## config.mk

```make
export PLATFORM = sky130hd
export DESIGN_NAME = sep_command_protect
export DESIGN_NICKNAME = d
export VERILOG_FILES = /design/src/design/sep_pkg.sv /design/src/design/sep_fifo.sv /design/src/design/sep_command_protect.sv
export SDC_FILE = /design/constraint.sdc
export NUM_CORES = 1
export LEC_CHECK = 0
export BUFFER_PORTS_ARGS = -buffer_cell sky130_fd_sc_hd__buf_2
export CORE_MARGIN = 2
export CORE_UTILIZATION = 56
export CTS_CLUSTER_DIAMETER = 30
export DETAILED_ROUTE_END_ITERATION = 16
export PLACE_DENSITY_LB_ADDON = 0.25
export SYNTH_ARGS = -nofsm -noshare
export SYNTH_HDL_FRONTEND = slang
export SYNTH_SLANG_ARGS = --single-unit
```

## constraint.sdc

```tcl
create_clock -name clk -period 3.2 [get_ports clk]
set_input_delay 0.48 -clock clk [delete_from_list [all_inputs] [get_ports clk]]
set_output_delay 0.48 -clock clk [all_outputs]
set_load 0.01 [all_outputs]
```

## src/design/sep_pkg.sv

```systemverilog
// package: opcodes, status layout, timing constants and carrier types
package sep_pkg;
  localparam logic [7:0] OP_ENABLE_WRITES  = 8'h06;
  localparam logic [7:0] OP_DISABLE_WRITES = 8'h04;
  localparam logic [7:0] OP_STATUS_READ    = 8'h05;
  localparam logic [7:0] OP_STATUS_WRITE   = 8'h01;
  localparam logic [7:0] OP_MEM_READ       = 8'h03;
  localparam logic [7:0] OP_MEM_WRITE      = 8'h02;

  localparam int BIT_READY      = 0;
  localparam int BIT_WEL        = 1;
  localparam int BIT_BP_LO      = 2;
  localparam int BIT_BP_HI      = 3;
  localparam int BIT_PAGE_LOCK  = 4;
  localparam int BIT_PAGE_SEL   = 6;
  localparam int BIT_PIN_ENABLE = 7;
  localparam logic [7:0] STATUS_WRITE_MASK = 8'hDC;

  localparam logic [14:0] QUARTER_BASE = 15'h6000;
  localparam logic [14:0] HALF_BASE    = 15'h4000;

  localparam int CLK_FREQ_HZ     = 25000000;
  localparam int WRITE_CYCLE_US  = 5000;
  localparam int WRITE_CYCLE_CYC = WRITE_CYCLE_US * (CLK_FREQ_HZ / 1000000);
  localparam int BITS_PER_BYTE   = 8;
  localparam int ADDR_BITS       = 16;
  localparam int FIFO_DEPTH      = 16;

  typedef enum logic [1:0] {
    WK_NONE,
    WK_ARRAY,
    WK_STATUS
  } sep_write_kind_t;

  typedef struct packed {
    logic        idPage;
    logic [14:0] addr;
    logic [7:0]  data;
  } sep_wr_word_t;

  typedef struct packed {
    logic pinEnable;
    logic pageSel;
    logic pageLock;
    logic bpHi;
    logic bpLo;
  } sep_nv_bits_t;
endpackage

```

## src/design/sep_fifo.sv

```systemverilog
// fifo with valid/ready on both sides
`timescale 1ns/100ps
module sep_fifo
  import sep_pkg::*;
#(
  parameter int WIDTH = 24,
  parameter int DEPTH = FIFO_DEPTH
) (
  input  wire logic             clk,
  input  wire logic             srst,
  input  wire logic             inValid,
  output logic                  inReady,
  input  wire logic [WIDTH-1:0] inData,
  output logic                  outValid,
  input  wire logic             outReady,
  output logic      [WIDTH-1:0] outData
);
  localparam int AW = $clog2(DEPTH);
  logic [WIDTH-1:0] mem [DEPTH];
  logic [AW-1:0]    wrPtr_ff;
  logic [AW-1:0]    rdPtr_ff;
  logic [AW:0]      count_ff;
  logic             push;
  logic             pop;

  assign inReady  = (count_ff != (AW+1)'(DEPTH));
  assign outValid = (count_ff != '0);
  assign push     = inValid && inReady;
  assign pop      = outValid && outReady;
  assign outData  = mem[rdPtr_ff];

  always_ff @(posedge clk) begin
    if (push) begin
      mem[wrPtr_ff] <= inData;
    end
  end

  always_ff @(posedge clk) begin
    if (srst) begin
      wrPtr_ff <= '0;
      rdPtr_ff <= '0;
      count_ff <= '0;
    end else begin
      if (push) begin
        wrPtr_ff <= (wrPtr_ff == AW'(DEPTH-1)) ? '0 : wrPtr_ff + 1'b1;
      end
      if (pop) begin
        rdPtr_ff <= (rdPtr_ff == AW'(DEPTH-1)) ? '0 : rdPtr_ff + 1'b1;
      end
      count_ff <= count_ff + (AW+1)'(push) - (AW+1)'(pop);
    end
  end
endmodule

```

## src/design/sep_command_protect.sv

```systemverilog
// spi eeprom command front end with status byte and write protection
`timescale 1ns/100ps
module sep_command_protect
  import sep_pkg::*;
#(
  parameter int WRITE_CYCLES = WRITE_CYCLE_CYC
) (
  input  wire logic               clk,
  input  wire logic               srst,
  input  wire logic               serClk,
  input  wire logic               selectN,
  input  wire logic               serIn,
  input  wire logic               holdN,
  input  wire logic               protectN,
  output logic                    serOut,
  output logic                    serOutEn,
  output logic                    standby,
  output logic                    wrValid,
  input  wire logic               wrReady,
  output sep_wr_word_t            wrWord,
  output logic                    rdReq,
  output logic                    rdIdPage,
  output logic [14:0]             rdAddr,
  input  wire logic [7:0]         rdData,
  output logic                    busy,
  output logic [7:0]              statusByte
);
  typedef enum logic [1:0] {
    ST_OPCODE,
    ST_ADDR,
    ST_DATA,
    ST_IDLE
  } sep_phase_t;

  logic [1:0] sclkSync_ff, selSync_ff, siSync_ff, holdSync_ff, wpSync_ff;
  logic       sclkPrev_ff;
  logic       selPrev_ff;
  logic       sclkRise, sclkFall, selRise, selFall, selLow, holdOk;
  sep_phase_t phase_ff;
  logic [7:0] opcode_ff;
  logic [7:0] shiftIn_ff;
  logic [2:0] bitCnt_ff;
  logic [15:0] addr_ff;
  logic [7:0] outShift_ff;
  logic       outActive_ff;
  logic       serOut_ff;
  logic       wel_ff;
  sep_nv_bits_t nv_ff;
  logic [31:0] wcCnt_ff;
  logic       busy_ff;
  logic       wrPending_ff;
  logic       stPending_ff;
  logic [7:0] stNew_ff;
  logic       opUsed_ff;
  logic       hwProtect, arrProtected, byteDone, fifoInValid, fifoInReady;
  logic [7:0] nxt_byte;
  sep_wr_word_t fifoIn;

  // two-flop synchronisers for all pins
  always_ff @(posedge clk) begin
    if (srst) begin
      sclkSync_ff <= '0;
      selSync_ff  <= 2'h3;
      siSync_ff   <= '0;
      holdSync_ff <= 2'h3;
      wpSync_ff   <= 2'h3;
    end else begin
      sclkSync_ff <= {sclkSync_ff[0], serClk};
      selSync_ff  <= {selSync_ff[0], selectN};
      siSync_ff   <= {siSync_ff[0], serIn};
      holdSync_ff <= {holdSync_ff[0], holdN};
      wpSync_ff   <= {wpSync_ff[0], protectN};
    end
  end

  always_ff @(posedge clk) begin
    if (srst) begin
      sclkPrev_ff <= 1'b0;
      selPrev_ff  <= 1'b1;
    end else begin
      sclkPrev_ff <= sclkSync_ff[1];
      selPrev_ff  <= selSync_ff[1];
    end
  end

  assign selLow   = !selSync_ff[1];
  assign holdOk   = holdSync_ff[1];
  assign sclkRise = sclkSync_ff[1] && !sclkPrev_ff && selLow && holdOk;
  assign sclkFall = !sclkSync_ff[1] && sclkPrev_ff && selLow && holdOk;
  assign selRise  = selSync_ff[1] && !selPrev_ff;
  assign selFall  = !selSync_ff[1] && selPrev_ff;
  assign nxt_byte = {shiftIn_ff[6:0], siSync_ff[1]};
  assign byteDone = sclkRise && (bitCnt_ff == 3'h7);

  // protection decode
  assign hwProtect = nv_ff.pinEnable && !wpSync_ff[1];
  always_comb begin
    unique case ({nv_ff.bpHi, nv_ff.bpLo})
      2'b00:   arrProtected = 1'b0;
      2'b01:   arrProtected = (addr_ff[14:0] >= QUARTER_BASE);
      2'b10:   arrProtected = (addr_ff[14:0] >= HALF_BASE);
      2'b11:   arrProtected = 1'b1;
    endcase
  end

  // shift, opcode and phase tracking
  always_ff @(posedge clk) begin
    if (srst || selFall || !selLow) begin
      phase_ff   <= ST_OPCODE;
      bitCnt_ff  <= '0;
      shiftIn_ff <= '0;
      opcode_ff  <= '0;
      addr_ff    <= '0;
    end else if (sclkRise) begin
      shiftIn_ff <= nxt_byte;
      bitCnt_ff  <= bitCnt_ff + 3'h1;
      unique case (phase_ff)
        ST_OPCODE: begin
          if (bitCnt_ff == 3'h7) begin
            opcode_ff <= nxt_byte;
            if (busy_ff && nxt_byte != OP_STATUS_READ) begin
              phase_ff <= ST_IDLE;
            end else if (nxt_byte == OP_MEM_READ || nxt_byte == OP_MEM_WRITE) begin
              phase_ff <= ST_ADDR;
            end else if (nxt_byte == OP_STATUS_WRITE || nxt_byte == OP_STATUS_READ) begin
              phase_ff <= ST_DATA;
            end else begin
              phase_ff <= ST_IDLE;
            end
          end
        end
        ST_ADDR: begin
          addr_ff <= {addr_ff[14:0], siSync_ff[1]};
          if (bitCnt_ff == 3'h7 && opUsed_ff) begin
            phase_ff <= ST_DATA;
          end
        end
        ST_DATA: begin
          if (byteDone && opcode_ff != OP_STATUS_WRITE) begin
            addr_ff <= (nv_ff.pageSel) ? {addr_ff[15:6], addr_ff[5:0] + 6'h01}
                                       : addr_ff + 16'h0001;
          end
        end
        ST_IDLE: begin
        end
      endcase
    end
  end

  // counts address bytes: second address byte moves to data phase
  always_ff @(posedge clk) begin
    if (srst || selFall || !selLow) begin
      opUsed_ff <= 1'b0;
    end else if (byteDone && phase_ff == ST_ADDR) begin
      opUsed_ff <= 1'b1;
    end
  end

  // output shifter, falling-edge driven
  always_ff @(posedge clk) begin
    if (srst || !selLow) begin
      outShift_ff  <= '0;
      outActive_ff <= 1'b0;
      serOut_ff    <= 1'b0;
    end else if (sclkFall && (phase_ff == ST_DATA) &&
                 (opcode_ff == OP_STATUS_READ || opcode_ff == OP_MEM_READ)) begin
      if (bitCnt_ff == 3'h0) begin
        serOut_ff   <= (opcode_ff == OP_STATUS_READ) ? statusByte[7] : rdData[7];
        outShift_ff <= (opcode_ff == OP_STATUS_READ) ? {statusByte[6:0], 1'b0}
                                                     : {rdData[6:0], 1'b0};
      end else begin
        serOut_ff   <= outShift_ff[7];
        outShift_ff <= {outShift_ff[6:0], 1'b0};
      end
      outActive_ff <= 1'b1;
    end
  end

  assign serOut   = serOut_ff;
  assign serOutEn = outActive_ff && selLow && holdOk;
  assign standby  = !selLow && !busy_ff;
  assign rdReq    = sclkFall && phase_ff == ST_DATA && opcode_ff == OP_MEM_READ
                    && bitCnt_ff == 3'h0;
  assign rdIdPage = nv_ff.pageSel;
  assign rdAddr   = addr_ff[14:0];

  // array write words go to the fifo; protected bytes are dropped
  assign fifoIn.idPage = nv_ff.pageSel;
  assign fifoIn.addr   = addr_ff[14:0];
  assign fifoIn.data   = nxt_byte;
  assign fifoInValid   = byteDone && phase_ff == ST_DATA && opcode_ff == OP_MEM_WRITE
                         && wel_ff && !arrProtected
                         && !(nv_ff.pageSel && nv_ff.pageLock);

  sep_fifo #(
    .WIDTH ($bits(sep_wr_word_t)),
    .DEPTH (FIFO_DEPTH)
  ) u_fifo (
    .clk      (clk),
    .srst     (srst),
    .inValid  (fifoInValid && fifoInReady),
    .inReady  (fifoInReady),
    .inData   (fifoIn),
    .outValid (wrValid),
    .outReady (wrReady && busy_ff),
    .outData  (wrWord)
  );

  // pending write commits
  always_ff @(posedge clk) begin
    if (srst || selFall) begin
      wrPending_ff <= 1'b0;
      stPending_ff <= 1'b0;
      stNew_ff     <= '0;
    end else begin
      if (fifoInValid) begin
        wrPending_ff <= 1'b1;
      end
      if (byteDone && phase_ff == ST_DATA && opcode_ff == OP_STATUS_WRITE
          && wel_ff && !hwProtect) begin
        stPending_ff <= 1'b1;
        stNew_ff     <= nxt_byte;
      end
      if (selLow && hwProtect) begin
        stPending_ff <= 1'b0;
      end
    end
  end

  // self-timed write cycle
  always_ff @(posedge clk) begin
    if (srst) begin
      busy_ff  <= 1'b0;
      wcCnt_ff <= '0;
    end else if (selRise && (wrPending_ff || stPending_ff)) begin
      busy_ff  <= 1'b1;
      wcCnt_ff <= 32'(WRITE_CYCLES - 1);
    end else if (busy_ff) begin
      if (wcCnt_ff == '0 && !wrValid) begin
        busy_ff <= 1'b0;
      end else if (wcCnt_ff != '0) begin
        wcCnt_ff <= wcCnt_ff - 32'h1;
      end
    end
  end

  // write-enable latch
  always_ff @(posedge clk) begin
    if (srst) begin
      wel_ff <= 1'b0;
    end else if (busy_ff && wcCnt_ff == '0 && !wrValid) begin
      wel_ff <= 1'b0;
    end else if (selRise && phase_ff == ST_IDLE && !busy_ff) begin
      if (opcode_ff == OP_ENABLE_WRITES) begin
        wel_ff <= 1'b1;
      end else if (opcode_ff == OP_DISABLE_WRITES) begin
        wel_ff <= 1'b0;
      end
    end
  end

  // status control bits
  always_ff @(posedge clk) begin
    if (srst) begin
      nv_ff <= '0;
    end else if (selRise && stPending_ff) begin
      nv_ff.pinEnable <= stNew_ff[BIT_PIN_ENABLE];
      nv_ff.bpHi      <= stNew_ff[BIT_BP_HI];
      nv_ff.bpLo      <= stNew_ff[BIT_BP_LO];
      if (!(stNew_ff[BIT_PAGE_SEL] && stNew_ff[BIT_PAGE_LOCK])) begin
        nv_ff.pageSel  <= stNew_ff[BIT_PAGE_SEL];
        nv_ff.pageLock <= nv_ff.pageLock || stNew_ff[BIT_PAGE_LOCK];
      end
    end else if (selRise && phase_ff == ST_DATA &&
                 (opcode_ff == OP_MEM_READ || opcode_ff == OP_MEM_WRITE)) begin
      nv_ff.pageSel <= 1'b0;
    end
  end

  assign busy = busy_ff;
  always_comb begin
    statusByte                 = 8'h00;
    statusByte[BIT_READY]      = busy_ff;
    statusByte[BIT_WEL]        = wel_ff;
    statusByte[BIT_BP_LO]      = nv_ff.bpLo;
    statusByte[BIT_BP_HI]      = nv_ff.bpHi;
    statusByte[BIT_PAGE_LOCK]  = nv_ff.pageLock;
    statusByte[BIT_PAGE_SEL]   = nv_ff.pageSel;
    statusByte[BIT_PIN_ENABLE] = nv_ff.pinEnable;
  end
endmodule

```

# [After elaboration in Yosys (flattened, before gate mapping)]
# Memory sizes are Yosys's and may differ from the RTL's. A register that Yosys moved wholly into a read port is not among the register bits.
# Index checks and enable logic that the tools add are counted.
[classes] n_mux=32 reduce_logical=88 add_sub_neg=8 n_eq_ne=28 n_lt_le_gt_ge=2 bitwise=2
[op_table] op="17-bit 2-to-1 mux" count=4
[op_table] op="1-bit logical AND" count=45
[op_table] op="8-bit by 2-bit == test with 1-bit output (second input constant)" count=4
[op_table] op="8-bit by 3-bit == test with 1-bit output (second input constant)" count=4
[op_table] op="32-bit zero test" count=1
[op_table] op="16-bit 2-to-1 mux" count=2
[op_table] op="16-bit one-hot mux with 2 select lines" count=1
[op_table] op="32-bit nonzero test" count=1
[op_table] op="32-bit by 1-bit subtractor with 32-bit output (second input constant)" count=1
[op_table] op="15-bit greater-or-equal comparator (second input constant)" count=2
[op_table] op="16-bit by 1-bit adder with 16-bit output (second input constant)" count=1
[op_table] op="8-bit by 1-bit == test with 1-bit output (second input constant)" count=2
[op_table] op="4-bit 2-to-1 mux" count=4
[op_table] op="8-bit 2-to-1 mux" count=2
[op_table] op="1-bit 2-to-1 mux" count=12
[op_table] op="2-bit inequality test (second input constant)" count=6
[op_table] op="3-bit AND reduction" count=4
[op_table] op="2-bit nonzero test" count=6
[op_table] op="1-bit zero test" count=10
[op_table] op="2-bit 2-to-1 mux" count=5
[op_table] op="1-bit logical OR" count=9
[op_table] op="4-bit by 1-bit adder with 4-bit output (second input constant)" count=2
[op_table] op="2-bit == test (second input constant)" count=4
[op_table] op="4-bit == test (second input constant)" count=2
[op_table] op="18 further kinds" count=26
[totals] elab_cells=193 in_bits=16 output_inout_bits=54 mem_count=1 regBits=121 ram_bits=384
[memory_table] memory="u_fifo.mem" words=16 width=24 read_ports=1 rd_clocked_by_memory_dff=1 write_ports=1 line="sep_fifo.sv:19" source="logic [WIDTH-1:0] mem [DEPTH];"

# [Logic depth before layout (Yosys ltp)]
[depth] depth_word=14 ltp_mapped=14 depth_no_buf=13

# [Hierarchy]
# From an unflattened synthesis, not the netlist that was laid out.
[unflattened] hier_cells=1284 hier_area_um2=20282.0
[modules_own_cells] mod="sep_fifo" cells_each=696 n_inst=1 area_each_um2=15284.7 seq_area_each_um2=11871.4
[modules_own_cells] mod="sep_command_protect" cells_each=588 n_inst=1 area_each_um2=4997.3 seq_area_each_um2=2062.0

# [Worst setup path before layout]
# No wires, ideal clock.
[synth_timing] path_type="register to register" start="register sclkSync_ff[1]" end="memory u_fifo.mem[11][0] (enable)" path_buffers=2 setup_time_ns=0.383 synth_period_minus_slack_ns=3.102 stages_incl_launch_ff=8 slack_ns=0.098 arrival_ns=2.719 t_required_ns=2.817 cell_sequence="dfxtp_1 nor4bb_1 buf_2 nand4_1 or4_1 nor2_1 buf_2 and3_1"
[synth_via] elab_chain_len=13
[synth_lines] item="start, declared" line="sep_command_protect.sv:35" source="logic [1:0] sclkSync_ff, selSync_ff, siSync_ff, holdSync_ff, wpSync_ff;"
[synth_lines] item="start signal, assigned" line="sep_command_protect.sv:68" source="sclkSync_ff <= {sclkSync_ff[0], serClk};"
[synth_lines] item="1-bit logical AND (3 in a row)" line="sep_command_protect.sv:88" source="assign sclkRise = sclkSync_ff[1] && !sclkPrev_ff && selLow && holdOk;"
[synth_lines] item="1-bit logical AND" line="sep_command_protect.sv:93" source="assign byteDone = sclkRise && (bitCnt_ff == 3'h7);"
[synth_lines] item="1-bit logical AND (2 in a row)" line="sep_command_protect.sv:191" source="assign fifoInValid = byteDone && phase_ff == ST_DATA && opcode_ff == OP_MEM_WRITE"
[synth_lines] item="1-bit logical AND (2 in a row)" line="sep_command_protect.sv:192" source="&& wel_ff && !arrProtected"
[synth_lines] item="1-bit logical AND" line="sep_command_protect.sv:193" source="&& !(nv_ff.pageSel && nv_ff.pageLock);"
[synth_lines] item="1-bit logical AND" line="sep_command_protect.sv:201" source=".inValid (fifoInValid && fifoInReady),"
[synth_lines] item="1-bit logical AND" line="sep_fifo.sv:28" source="assign push = inValid && inReady;"
[synth_lines] item="named net u_fifo.push" line="sep_fifo.sv:23" source="logic push;"
[synth_lines] item="1-bit 2-to-1 mux" line="sep_fifo.sv:33" source="if (push) begin"
[synth_lines] item="1-bit 2-to-1 mux (not written as such)" line="sep_fifo.sv:34" source="mem[wrPtr_ff] <= inData;"
[synth_lines] item="end, declared" line="sep_fifo.sv:19"
# The timed path passes the listed nets, and every way through them passes these cells.

==> impl_metrics.ini <==
[detailed_routing]
routed_wl_mm = 47.37
drcViolationCount = 0
vias_per_cell = 6.151
wl_per_cell_um = 24.27
antenna_left = 0
drtIter0Drc = 1087
dr_total_vias = 12010
first_pass_iters = 5

[critical_path]
slowest_delay_ns = 0.67
crit_arrival_ns = 2.60
cp_max_fo = 26
crit_top_cell = mux4_2
path_class = flip-flop to primary output
cpMaxStageDelayCell = dfxtp_4
cp_cell_sequence = buf_4 -> mux4_2 -> mux4_2 -> buf_2
end_kind = primary output
reg2regPathDepth = 13
start_kind = flip-flop
worstPathRequired_ns = 2.72

[grt]
grt_pass1_wl_mm = 72.50
antenna_found_initial = 0
grt_max_degree = 33
grt_usage = 0.2560
grt_overflow_total = 0
grt_pass1_vias = 12310

[run]
cap_violations = 0

[logic_synthesis]
synth_area_mm2 = 0.02035
synthAdderAreaFrac = 0.01144
yosysSeqAreaShare = 0.6848
synth_flop_cell = edfxtp_1
synth.mux.area_fraction = 0.1422
syn_area_per_cell_um2 = 16.15
synthCells = 1260
synth-simple-area-share = 0.08198
yosys-top-cells-area = edfxtp_1 57%, mux4_2 13%, dfxtp_1 12%
synth_most_common_cell = edfxtp_1
synth-seq-cells = 504
synthXorXnorAreaFrac = 0.006888
yosysWarnings = 0
yosys-top-cells-count = 384 x edfxtp_1, 120 x dfxtp_1, 120 x mux4_2, 76 x nand2_1, 73 x nor2_1
synthDistinctLibCells = 69
synth_top_family_by_area = multiplexers
syn_nets = 1294
synth.top_cell.area_share = 0.5668
yosysTopAreaCell = edfxtp_1
synth-compound-area-share = 0.05350
synth_edf_count = 384
async_flop_share = 0

[cts]
clockBufferDepth = 3
cts_max_level = 3
clk_pin_slew_ns = 0.06
cts_tree = done
clk_latency_ns = 0.61
holdBufCountCts = 0
cts_root_buffer = clkbuf_16
clock-sinks = 504
cts_inserted_buffers = 88

[timing]
fin_crit_sh = 0.9624
fin_setup_tns_ns = 0
finClkSkew_ns = 0.02476
fmax_mhz = 324.7
setup_viol = 0
worst_pin_slew_ns = 0.9199
fin_crit_ns = 3.080
rsz0062_at_grt = false
maxSlewViolCount = 0
finalHoldViolations = 0
max_slew_margin = 0.3859

[power]
p_switching_uw = 3380
p_leak_uw = 0.008556
internal-power_uw = 13040
clkPwrFrac = 0.573
swShare = 0.2058
seq_power_share = 0.424
peakVddDrop_mv = 0.4995
power_frac_comb = 0.003
p_per_area_mw_per_mm2 = 660.3

[cells_and_area]
syn_to_final_growth_pct = 22.23
nets = 1453
antenna_cells = 0
stdcell_count = 1952
drive_above_1_share = 0.2971
final_area_mm2 = 0.02487

[floorplanning]
row_count = 69
ioPinCount = 70
core_mm2 = 0.03566
die_w_um = 194.6
initial_utilization = 0.5706
fp.dieArea_mm2 = 0.03787
fp.dieH_um = 194.6

[worst_hold_path]
hold_path_depth = 2
min_path_type = primary input to flip-flop

[run_status]
outcome = completed

[place]
placed_area_mm2 = 0.02177
port_buffers = 68
place_congestion = 0.8588
dp.final_hpwl_mm = 26.10
dp.cells = 1784
-- area by class of cell --
cell class | instances | area, um2
clock buffer | 100 | 2300
sequential | 504 | 13940
tap | 461 | 576.8
multi-input combinational | 661 | 6053
fill | 2210 | 10790
inverter | 23 | 86.33
timing repair buffer | 141 | 1176
clock inverter | 62 | 734.5
-- critical path: cells and delay by family, from the launching register on --
kind,cells,cell delay (ns)
buffers and inverters,2,0.45
DFF,1,0.67
muxes,2,0.85
-- worst paths after layout --
kind | from | to | slack (ns)
max | flip-flop | wrWord[10] | 0.12
max reg2reg | u_fifo.count_ff[2] | u_fifo.count_ff[4] | 0.18
min reg2reg | wpSync_ff[0] | wpSync_ff[1] | 0.40
min | protectN | wpSync_ff[0] | 0.06
-- power by group through the flow --
stage | Combinational (uW) | Sequential [uW] | Clock [uW]
after floorplan | 32.0 | 7090 | 0
after global placement | 49.4 | 7090 | 0
after detailed placement | 50.0 | 7090 | 0
after CTS | 50.1 | 6970 | 9530
after global routing | 55.4 | 6960 | 9780
final | 49.7 | 6970 | 9400
-- repair_timing --
action                     4_1_cts  5_1_grt
resized for setup                0        2
buffers inserted                 6        0
setup endpoints to repair       17        1
-- cells by family (layout without fill, tap and decap cells) --
| family | Yosys count | in the layout |
|---|---|---|
| buffers and inverters | 95 | 326 |
| XOR/XNOR | 16 | 16 |
| multiplexers | 139 | 139 |
| other | 1 | 1 |
| AND/OR/NAND/NOR | 315 | 315 |
| flip-flops | 504 | 504 |
| AO/OA/AOI/OAI | 172 | 172 |
| adder cells (fa/ha/maj) | 18 | 18 |
-- registers in the layout (all words and copies together), names as in the netlist, 3 cells and up, named ones only --
signal	cells
u_fifo.rdPtr_ff	4
shiftIn_ff	7
u_fifo.count_ff	5
statusByte	4
u_fifo.wrPtr_ff	4
stNew_ff	5
bitCnt_ff	3
opcode_ff	8
u_fifo.mem	384
addr_ff	15
outShift_ff	7
wcCnt_ff	32
-- per-stage QoR --
| step | setup WS (ns) | utilization | hold slack, ns | power [uW] |
|---|---|---|---|---|
| after global placement | 0.2130 | 0.6106 | 0.3935 | 7144 |
| final | 0.1204 | 0.6975 | 0.06367 | 16420 |
| after CTS | 0.07170 | 0.6973 | 0.03868 | 16540 |
| after global routing | 0.007993 | 0.6975 | 0.06224 | 16800 |
| after floorplan | 0.09829 | - | 0.3895 | 7125 |
| after detailed placement | 0.1218 | 0.6106 | 0.3940 | 7145 |
-- metal layers --
metal  global-route usage  wire [um]  vias up
met5                    0          0        -
met3              0.04737       2973       95
met1               0.3255      18330     6095
met2               0.4345      24530      461
li1                     -          -     5356
met4               0.1108       1540        0
-- placed cells by master, fill, tap and decap left out, drive strengths merged, types with 7 or more instances in the layout --
cell and instances:
or2 11, edfxtp 384, mux4 120, a21oi 60
inv 36, nand4 7, buf 141, and3 23
nor4 11, xnor2 10, nor2 73, o22ai 8
or3 14, clkinv 27, clkbuf 100, ha 17
a31oi 16, o21ai 25, nor3 11, nand3 23
and4 7, mux2i 18, clkinvlp 12, dfxtp 120
or4 21, o31ai 16, bufinv 10, nand2 76
nor2b 20
(Power assumes the default switching activity.)
